### src/hdl/nem_pkg.sv
package nem_pkg;

  // ****************************************************************
  // Control word fields
  // ****************************************************************
  localparam int          CW_WIDTH       = 16;
  localparam int          CW_INVALID_POS = 0;
  localparam int          CW_DENORM_POS  = 1;
  localparam int          CW_ZDIV_POS    = 2;
  localparam int          CW_OVER_POS    = 3;
  localparam int          CW_UNDER_POS   = 4;
  localparam int          CW_PREC_POS    = 5;
  localparam int          CW_INTMASK_POS = 7;
  localparam logic [15:0] CW_RESET       = 16'h03FF;

  // ****************************************************************
  // Status byte and tag word
  // ****************************************************************
  localparam int          EXC_COUNT      = 6;
  localparam int          SW_WIDTH       = 8;
  localparam int          SW_IRQ_POS     = 7;
  localparam int          TAG_REGS       = 8;
  localparam int          TAG_WIDTH      = 2;
  localparam int          TW_WIDTH       = 16;
  localparam logic [15:0] TW_RESET       = 16'hFFFF;

  typedef enum logic [1:0] {
    NEM_TAG_VALID   = 2'h0,
    NEM_TAG_ZERO    = 2'h1,
    NEM_TAG_SPECIAL = 2'h2,
    NEM_TAG_EMPTY   = 2'h3
  } nem_tag_t;

  // Exception flags in status bit order, bit 5 down to bit 0
  typedef struct packed {
    logic prec;
    logic under;
    logic over;
    logic zdiv;
    logic denorm;
    logic invalid;
  } nem_exc_t;

  // Outcome of one numeric operation as seen by the execution unit
  typedef struct packed {
    logic is_divide;
    logic divisor_zero;
    logic dividend_finite_nonzero;
    logic invalid;
    logic denorm_operand;
    logic result_too_large;
    logic result_too_small;
    logic result_nonzero;
    logic result_inexact;
  } nem_op_t;

  // Default responses chosen for masked exceptions
  typedef struct packed {
    logic give_infinity;
    logic denormalize;
    logic give_indefinite;
    logic proceed;
  } nem_resp_t;

  typedef enum logic [1:0] {
    NEM_RUN     = 2'b01,
    NEM_SUSPEND = 2'b10
  } nem_state_t;

endpackage

### src/hdl/nem_exception_unit.sv
`timescale 1ns/1ns
`default_nettype none

// Function
// - Two-bit tag per stack register, eight kept
// - Control word loaded from memory word on command
// - Per-class mask bit; 1 selects default response
// - Global interrupt mask 1 blocks host interrupt
// - Zero divide flagged; masked returns infinity
// - Underflow flagged; masked denormalizes fraction right
// - Denormal operand flagged; masked processing continues
// - Inexact flagged; masked continues
// - Status bit 7 reflects any unmasked flag
// - Detected exceptions set status bits 5 to 0
// - Unmasked exception, interrupts off: suspend until cleared
// - Overflow flagged; masked returns infinity
module nem_exception_unit
  import nem_pkg::*;
(
  input  wire logic                  mclk,
  input  wire logic                  reset,
  input  wire logic                  ctrl_load,
  input  wire logic [CW_WIDTH-1:0]   ctrl_data,
  input  wire logic                  tag_load,
  input  wire logic [TW_WIDTH-1:0]   tag_data,
  input  wire logic                  tag_set,
  input  wire logic [2:0]            tag_index,
  input  wire nem_tag_t              tag_value,
  input  wire logic                  op_valid,
  input  wire nem_op_t               op_info,
  input  wire logic                  flag_clear,
  input  wire logic [EXC_COUNT-1:0]  flag_clear_mask,
  output var  logic [CW_WIDTH-1:0]   control_word_q,
  output var  logic [TW_WIDTH-1:0]   tag_word_q,
  output var  logic [SW_WIDTH-1:0]   status_byte_q,
  output var  logic                  interrupt_q,
  output var  logic                  suspended_q,
  output var  logic                  op_done_q,
  output var  nem_resp_t             response_q
);

  // ****************************************************************
  // Next-state signals
  // ****************************************************************
  logic [CW_WIDTH-1:0]  control_word_d;
  logic [TW_WIDTH-1:0]  tag_word_d;
  nem_exc_t             flags_q;
  nem_exc_t             flags_d;
  nem_exc_t             detected;
  nem_exc_t             masks;
  nem_exc_t             masks_d;
  logic                 irq_d;
  logic                 int_masked_d;
  logic                 op_take;
  nem_state_t           state_q;
  nem_state_t           state_d;
  nem_resp_t            response_d;
  logic                 op_done_d;

  assign masks = nem_exc_t'({control_word_q[CW_PREC_POS],   control_word_q[CW_UNDER_POS],
                             control_word_q[CW_OVER_POS],   control_word_q[CW_ZDIV_POS],
                             control_word_q[CW_DENORM_POS], control_word_q[CW_INVALID_POS]});

  // ****************************************************************
  // Control word
  // ****************************************************************
  always_comb begin
    control_word_d = control_word_q;
    if (ctrl_load) begin
      control_word_d = ctrl_data;
    end
  end

  assign masks_d = nem_exc_t'({control_word_d[CW_PREC_POS],   control_word_d[CW_UNDER_POS],
                               control_word_d[CW_OVER_POS],   control_word_d[CW_ZDIV_POS],
                               control_word_d[CW_DENORM_POS], control_word_d[CW_INVALID_POS]});
  assign int_masked_d = control_word_d[CW_INTMASK_POS];

  // ****************************************************************
  // Tag word
  // ****************************************************************
  logic [TW_WIDTH-1:0] tag_field_d;

  genvar gi;
  generate
    for (gi = 0; gi < TAG_REGS; gi++) begin : g_tag
      always_comb begin
        tag_field_d[gi*TAG_WIDTH +: TAG_WIDTH] = tag_word_q[gi*TAG_WIDTH +: TAG_WIDTH];
        if (tag_load) begin
          tag_field_d[gi*TAG_WIDTH +: TAG_WIDTH] = tag_data[gi*TAG_WIDTH +: TAG_WIDTH];
        end
        if (tag_set && (tag_index == 3'(gi))) begin
          tag_field_d[gi*TAG_WIDTH +: TAG_WIDTH] = tag_value;
        end
      end
    end
  endgenerate

  assign tag_word_d = tag_field_d;

  // ****************************************************************
  // Exception detection
  // ****************************************************************
  assign op_take = op_valid && (state_q == NEM_RUN);

  always_comb begin
    detected         = '0;
    detected.invalid = op_take && op_info.invalid;
    detected.zdiv    = op_take && op_info.is_divide && op_info.divisor_zero
                       && op_info.dividend_finite_nonzero;
    detected.over    = op_take && op_info.result_too_large;
    detected.under   = op_take && op_info.result_too_small
                       && op_info.result_nonzero;
    detected.denorm  = op_take && op_info.denorm_operand;
    detected.prec    = op_take && op_info.result_inexact;
  end

  // Set wins over a clear in the same cycle
  always_comb begin
    flags_d = flags_q;
    if (flag_clear) begin
      flags_d = nem_exc_t'(flags_q & ~flag_clear_mask);
    end
    flags_d = nem_exc_t'(flags_d | detected);
  end

  assign irq_d = |(flags_d & ~masks_d);

  // ****************************************************************
  // Default responses
  // ****************************************************************
  always_comb begin
    response_d                 = '0;
    op_done_d                  = op_take;
    response_d.give_infinity   = (detected.zdiv && masks.zdiv)
                                 || (detected.over && masks.over);
    response_d.denormalize     = detected.under && masks.under;
    response_d.give_indefinite = detected.invalid && masks.invalid;
    response_d.proceed         = op_take && ~|(detected & ~masks);
  end

  // ****************************************************************
  // Run and suspend
  // ****************************************************************
  always_comb begin
    state_d = state_q;
    unique case (state_q)
      NEM_RUN: begin
        if (irq_d && int_masked_d) begin
          state_d = NEM_SUSPEND;
        end
      end
      NEM_SUSPEND: begin
        if (!(irq_d && int_masked_d)) begin
          state_d = NEM_RUN;
        end
      end
      default: begin
        state_d = NEM_RUN;
      end
    endcase
  end

  // ****************************************************************
  // Status byte, interrupt and suspend levels
  // ****************************************************************
  logic [SW_WIDTH-1:0]  status_byte_d;
  logic                 interrupt_d;
  logic                 suspended_d;

  // Levels follow the new control word in the same cycle
  always_comb begin
    status_byte_d                = '0;
    status_byte_d[SW_IRQ_POS]    = irq_d;
    status_byte_d[EXC_COUNT-1:0] = flags_d;
    interrupt_d                  = irq_d && !int_masked_d;
    suspended_d                  = (state_d == NEM_SUSPEND);
  end

  // ****************************************************************
  // Registers
  // ****************************************************************
  always_ff @(posedge mclk) begin
    if (reset) begin
      control_word_q <= CW_RESET;
      tag_word_q     <= TW_RESET;
    end else begin
      control_word_q <= control_word_d;
      tag_word_q     <= tag_word_d;
    end
  end

  always_ff @(posedge mclk) begin
    if (reset) begin
      flags_q       <= '0;
      status_byte_q <= '0;
      interrupt_q   <= 1'b0;
    end else begin
      flags_q       <= flags_d;
      status_byte_q <= status_byte_d;
      interrupt_q   <= interrupt_d;
    end
  end

  always_ff @(posedge mclk) begin
    if (reset) begin
      state_q     <= NEM_RUN;
      suspended_q <= 1'b0;
    end else begin
      state_q     <= state_d;
      suspended_q <= suspended_d;
    end
  end

  always_ff @(posedge mclk) begin
    if (reset) begin
      response_q <= '0;
      op_done_q  <= 1'b0;
    end else begin
      response_q <= response_d;
      op_done_q  <= op_done_d;
    end
  end

endmodule // nem_exception_unit

`default_nettype wire

### config.mk
export PLATFORM = sky130hd
export DESIGN_NAME = nem_exception_unit
export DESIGN_NICKNAME = d
export VERILOG_FILES = /design/src/hdl/nem_pkg.sv /design/src/hdl/nem_exception_unit.sv
export SDC_FILE = /design/constraint.sdc
export NUM_CORES = 1
export LEC_CHECK = 0
export BUFFER_PORTS_ARGS = -buffer_cell sky130_fd_sc_hd__buf_2
export CORE_ASPECT_RATIO = 0.5
export CORE_MARGIN = 3
export CORE_UTILIZATION = 25
export DETAILED_ROUTE_END_ITERATION = 8
export GPL_TIMING_DRIVEN = 0
export MAX_ROUTING_LAYER = met4
export SLEW_MARGIN = 20
export SYNTH_ARGS = -nofsm -noshare
export SYNTH_HDL_FRONTEND = slang
export SYNTH_SLANG_ARGS = --single-unit
export TNS_END_PERCENT = 50
### constraint.sdc
create_clock -name mclk -period 2.2 [get_ports mclk]
set_clock_uncertainty 0.2 [all_clocks]
set_input_delay 0.33 -clock mclk [delete_from_list [all_inputs] [get_ports mclk]]
set_output_delay 0.33 -clock mclk [all_outputs]
set_load 0.02 [all_outputs]
==> impl_metrics.ini, run 1 <==
[run_status]
status = completed

[yosys]
postSynthCellCount = 223
async_flop_share_pct = 0
synth_fp_nets = 284
synth_edf_count = 0
synthesis.area_um2 = 2150
ys_types = 42
ys_ff_latch = 48
synth_top_flop_cell = dfxtp_1
avgSynthCellArea_um2 = 9.63
synth_area_leaders = dfxtp_1, mux2i_1, nand2b_1
yosysTopAreaCell = dfxtp_1
seq_area_frac_synth_pct = 44.7
yosys.area.top_type_share_pct = 44.7
yosysWarningCount = 0

[setup_path]
r2r_cells = 7
worst_setup_path_end_kind = register
worstPathMaxFanout = 10
crit_path_start_kind = register
crit_arrival_ns = 2.06
path_class = register to register
worstPathRequired_ns = 2.16

[floorplanning]
rows = 23
floorplan.initialDensity_pct = 26.3
num_io_pins = 106
die_x_um = 137
core_um2 = 8170
die_area_um2 = 9810
die_h_um = 71.6

[clock_tree]
clkSlewWorstSetupHoldPaths_ns = 0.07
clock-sinks = 48
ctsRootBufferMaster = clkbuf_16
cts.htree.levels = 2
hold_buffers = 0
worstSkewPairLatency_ns = 0.29
cts_buffer_depth = 2
cts_tree = built
cts_buffers = 5

[timing]
fin_crit_ns = 2.09
drv_slew = 0
finalSetupTns_ns = 0
setup_viol = 0
whs_ns = 0.0420
timing.final.crit_share_pct = 95.2
slew_headroom_pct = 60.4
worstMarginPinSlew_ns = 0.594
hold_violations = 0
fmax_mhz = 477

[drt]
antenna_left = 0
drc = 0
vias = 1925
wirelength_mm = 6.06
firstDrtPassIters = 6
drtIter0Drc = 86
vias_per_cell = 4.33
routedWlPerCell_um = 13.6

[final_layout]
num_antenna_cells = 0
stdcell_count = 445
seqCellArea_um2 = 961
nets = 393
final_layout_size_suffix_gt1_share_pct = 38.4
final_cell_mix = buf_2, dfxtp_1, mux2i_1
final_common_cell = buf_2
final_core_util_pct = 36.5
multi_input_area_um2 = 1120
syn_to_final_growth_pct = 39.0
nFillCells = 847

[power_and_ir_drop]
finalPower_mw = 2.53
power.leakage_nw = 1.38
p_per_area_nw_per_um2 = 847
ir_worst_vdd_mv = 0.280

[global_routing]
antenna_found_initial = 0
grt_start_max_net_pins = 17
grt_pass1_vias = 1826
gr-usage-all-layers_pct = 12.3
grt_first_pass_wirelength_mm = 9.11
overflow = 0

[place]
dpl.hpwl_mm = 4.83
routabilityCongestion = 0.878
dp_cells = 436
io_buffers = 101

[hold_path]
hold_depth = 2
min_path_type = input port to register

[flow_run]
drv_cap = 0
-- layer usage --
metal / wire, um / track usage [%] / share of wire, % / vias up
li1: - / - / - / 995
met1: 2750 / 14.6 / 45 / 895
met2: 3070 / 21.6 / 51 / 30
met3: 189 / 2.17 / 3.1 / 5
met4: 48 / 3.32 / 0.79 / 0
met5: 0 / - / 0 / -
-- power breakdown --
| group | switching (mW) | total, mW | internal [mW] |
|---|---|---|---|
| Combinational | 0.366 | 0.643 | 0.277 |
| Sequential | 0.0437 | 0.998 | 0.954 |
| Clock | 0.348 | 0.888 | 0.540 |
-- synthesized netlist by cell type (2+ instances only) --
cell      number
nand2b_1      23
ha_1           2
a21oi_1        4
nor3_1         4
o21ai_0        8
o21a_1         3
inv_1          6
a211o_1        3
a22oi_1        2
mux2i_1       28
nor2_1        19
nor2b_1        6
and3_1         3
mux2_2         9
dfxtp_1       48
a21boi_0       3
nor3b_1        3
buf_2          2
nand4b_1       3
nand3_1        2
clkbuf_1       7
nand2_1       15
-- cells by family after synthesis --
group	count (synthesis)	share of synthesized area, %
and+or+nand+nor	82	20.3
AOI/OAI and AO/OA	36	12.3
DFF	48	44.7
muxes	37	17.8
other	1	0.175
adders and majority gates	2	1.16
buffers and inverters	17	3.61
-- path summary, 6_finish.rpt --
kind	from	endpoint	slack (ns)
worst min register to register	control_word_q[13]	control_word_q[13]	0.29
worst max-delay path	state_q[1]	state_q[1]	0.11
worst min-delay path	ctrl_data[8]	control_word_q[8]	0.04
worst max register to register	state_q[1]	state_q[1]	0.11
-- state kept, by name, summed over array words and instances, names as in the netlist --
signal and cells:
op_done_q 1, control_word_q 16, interrupt_q 1, response_q 4
status_byte_q 7, suspended_q 1, state_q 2, tag_word_q 16
-- through the flow --
stage | cell area, um2 | setup WS (ns)
after floorplan | 2150 | 0.222
after global placement | 2790 | -0.0941
after detailed placement | 2790 | -0.110
after CTS | 2970 | 0.0631
after global routing | 2990 | -0.00790
final | 2990 | 0.106
-- critical path, stage by stage, from the launching register on --
cell and delay, ns:
dfxtp_1 0.40, inv_1 0.08, ha_1 0.19, buf_2 0.18
and3_1 0.21, o21a_1 0.24, a2111oi_2 0.34, a2111oi_1 0.13
-- area by class of cell --
cell class / count / area share (%)
Inverter: 6 / 0.754
Sequential cell: 48 / 32.2
Tap cell: 112 / 4.69
Clock inverter: 3 / 1.55
Timing Repair Buffer: 102 / 17.2
Multi-Input combinational cell: 158 / 37.6
Clock buffer: 5 / 4.19
Buffer: 11 / 1.84
-- timing repair --
action / CTS / global route
setup endpoints to repair: 5 / 1
pin swaps: 1 / 0
buffers inserted: 1 / 0
gates resized for setup: 0 / 3
No activity file was read; power rests on OpenSTA's default activity.
==> run 2, diff against run 1 <==
--- a/config.mk
+++ b/config.mk
@@ -8,9 +8,8 @@
 export BUFFER_PORTS_ARGS = -buffer_cell sky130_fd_sc_hd__buf_2
 export CORE_ASPECT_RATIO = 0.5
 export CORE_MARGIN = 3
-export CORE_UTILIZATION = 25
+export CORE_UTILIZATION = 35
 export DETAILED_ROUTE_END_ITERATION = 8
-export GPL_TIMING_DRIVEN = 0
 export MAX_ROUTING_LAYER = met4
 export SLEW_MARGIN = 20
 export SYNTH_ARGS = -nofsm -noshare
==> run 2 against run 1 <==
Net effect: core utilization up 15 points; wire length down 9.0%; power up 0.88%; combinational power about the same; first-iteration DRC count down 4.7%; register-to-register slack better by 0.03 ns; critical path depth unchanged; highest routed layer unchanged; sequential power about the same; non-clock buffer count down 5; worst setup slack better by 0.034 ns; global-route usage up 2.9 points; via count down 0.78%.
==> impl_metrics.ini, run 2 (synthesized netlist as in run 1, its figures left out) <==
[setup_path]
r2r_cells = 7
path_class = register to register
worstPathRequired_ns = 2.16
worst_setup_path_end_kind = register
crit_start = state_q[1]
crit_arrival_ns = 2.02
worstPathMaxFanout = 5
crit_path_start_kind = register
r2r-start = state_q[1]

[place]
place_ws_ns = 0.101
io_buffers = 104
placed_cell_area_um2 = 2740
dpl.hpwl_mm = 4.38
routabilityCongestion = 0.762
dp_cells = 393

[global_routing]
gr-usage-all-layers_pct = 15.2
grt_first_pass_wirelength_mm = 8.25
overflow = 0
grt_start_max_net_pins = 27
grt_pass1_vias = 1812
antenna_found_initial = 0

[floorplanning]
rows = 19
num_io_pins = 106
die_area_um2 = 7170
die_h_um = 61.4
floorplan.initialDensity_pct = 37.7
die_x_um = 117
core_um2 = 5710

[clock_tree]
cts.htree.levels = 2
clock-sinks = 48
clkSlewWorstSetupHoldPaths_ns = 0.06
worstSkewPairLatency_ns = 0.28
ctsRootBufferMaster = clkbuf_16
cts_buffers = 5
cts_buffer_depth = 2
cts_tree = built
hold_buffers = 0

[timing]
timing.final.crit_share_pct = 93.6
hold_violations = 0
fmax_mhz = 485
setup_viol = 0
layout_setup_ws_ns = 0.140
rsz0062_at_grt = no
finalSetupTns_ns = 0
drv_slew = 0
fin_crit_ns = 2.06

[final_layout]
syn_to_final_growth_pct = 35.9
multi_input_area_um2 = 1110
seqCellArea_um2 = 962
final_layout_size_suffix_gt1_share_pct = 39.3
stdcell_count = 401
nFillCells = 559
nets = 388
num_antenna_cells = 0
final_common_cell = buf_2
final_cell_mix = buf_2, dfxtp_1, mux2i_1
design_area_um2 = 2920
top_regs = control_word_q: 16 flops, tag_word_q: 16 flops, status_byte_q: 7 flops

[hold_path]
holdCritStartpoint = ctrl_data[6]
hold_depth = 2
min_path_type = input port to register

[drt]
wirelength_mm = 5.51
drtIter0Drc = 82
vias = 1910
drc = 0
antenna_left = 0
vias_per_cell = 4.76
routedWlPerCell_um = 13.7
firstDrtPassIters = 4

[flow_run]
drv_cap = 0

[power_and_ir_drop]
power.leakage_nw = 1.38
p_per_area_nw_per_um2 = 874
ir_worst_vdd_mv = 0.353

[run_status]
status = completed
==> run 2: layout make-up <==
cell class	instances	share of cell area [%]
timing repair buffer	108	18.9
clock buffer	7	5.23
inverter	6	0.771
multi-input combinational	158	38.0
sequential	48	32.9
tap	73	3.13
clock inverter	1	1.03
==> run 2: critical path, stage by stage (launching register included) <==
cell,delay [ns]
dfxtp_2,0.36
inv_1,0.06
ha_1,0.23
and2_4,0.19
a22o_1,0.23
a222oi_1,0.38
buf_4,0.21
a311oi_1,0.08
==> run 2: path summary, 6_finish.rpt <==
check / endpoint / slack (ns)
min reg2reg: control_word_q[11] / 0.30
max reg2reg: suspended_q / 0.14
min: control_word_q[6] / 0.05
max: suspended_q / 0.14
==> run 2: report_power, final <==
group / leakage, nW / total (mW) / internal (mW) / switching, mW
Clock: 0.0901 / 0.907 / 0.598 / 0.308
Sequential: 0.397 / 1.00 / 0.956 / 0.0460
Combinational: 0.898 / 0.643 / 0.281 / 0.362
Total: 1.38 / 2.55 / 1.83 / 0.717
==> run 2: metrics by stage <==
step | hold WS [ns] | total power, mW | utilization (%)
2_1_floorplan | 0.252 | 1.44 | -
3_3_place_gp | 0.270 | 1.64 | 47.9
3_5_place_dp | 0.283 | 1.66 | 47.9
4_1_cts | 0.0519 | 2.58 | 51.1
5_1_grt | 0.0600 | 2.70 | 51.2
6_report | 0.0547 | 2.55 | 51.2
==> run 2: repair_timing <==
action,in CTS,in global routing
endpoints found under the setup margin,0,5
gates resized for setup,0,2
setup buffers,0,0
==> run 2: routing by layer <==
layer	routed length (um)	vias to the layer above	GRT usage [%]
met5	0	-	-
met4	14	0	2.94
met3	227	2	3.24
met2	2850	46	28.1
met1	2410	873	17.4
li1	-	989	-
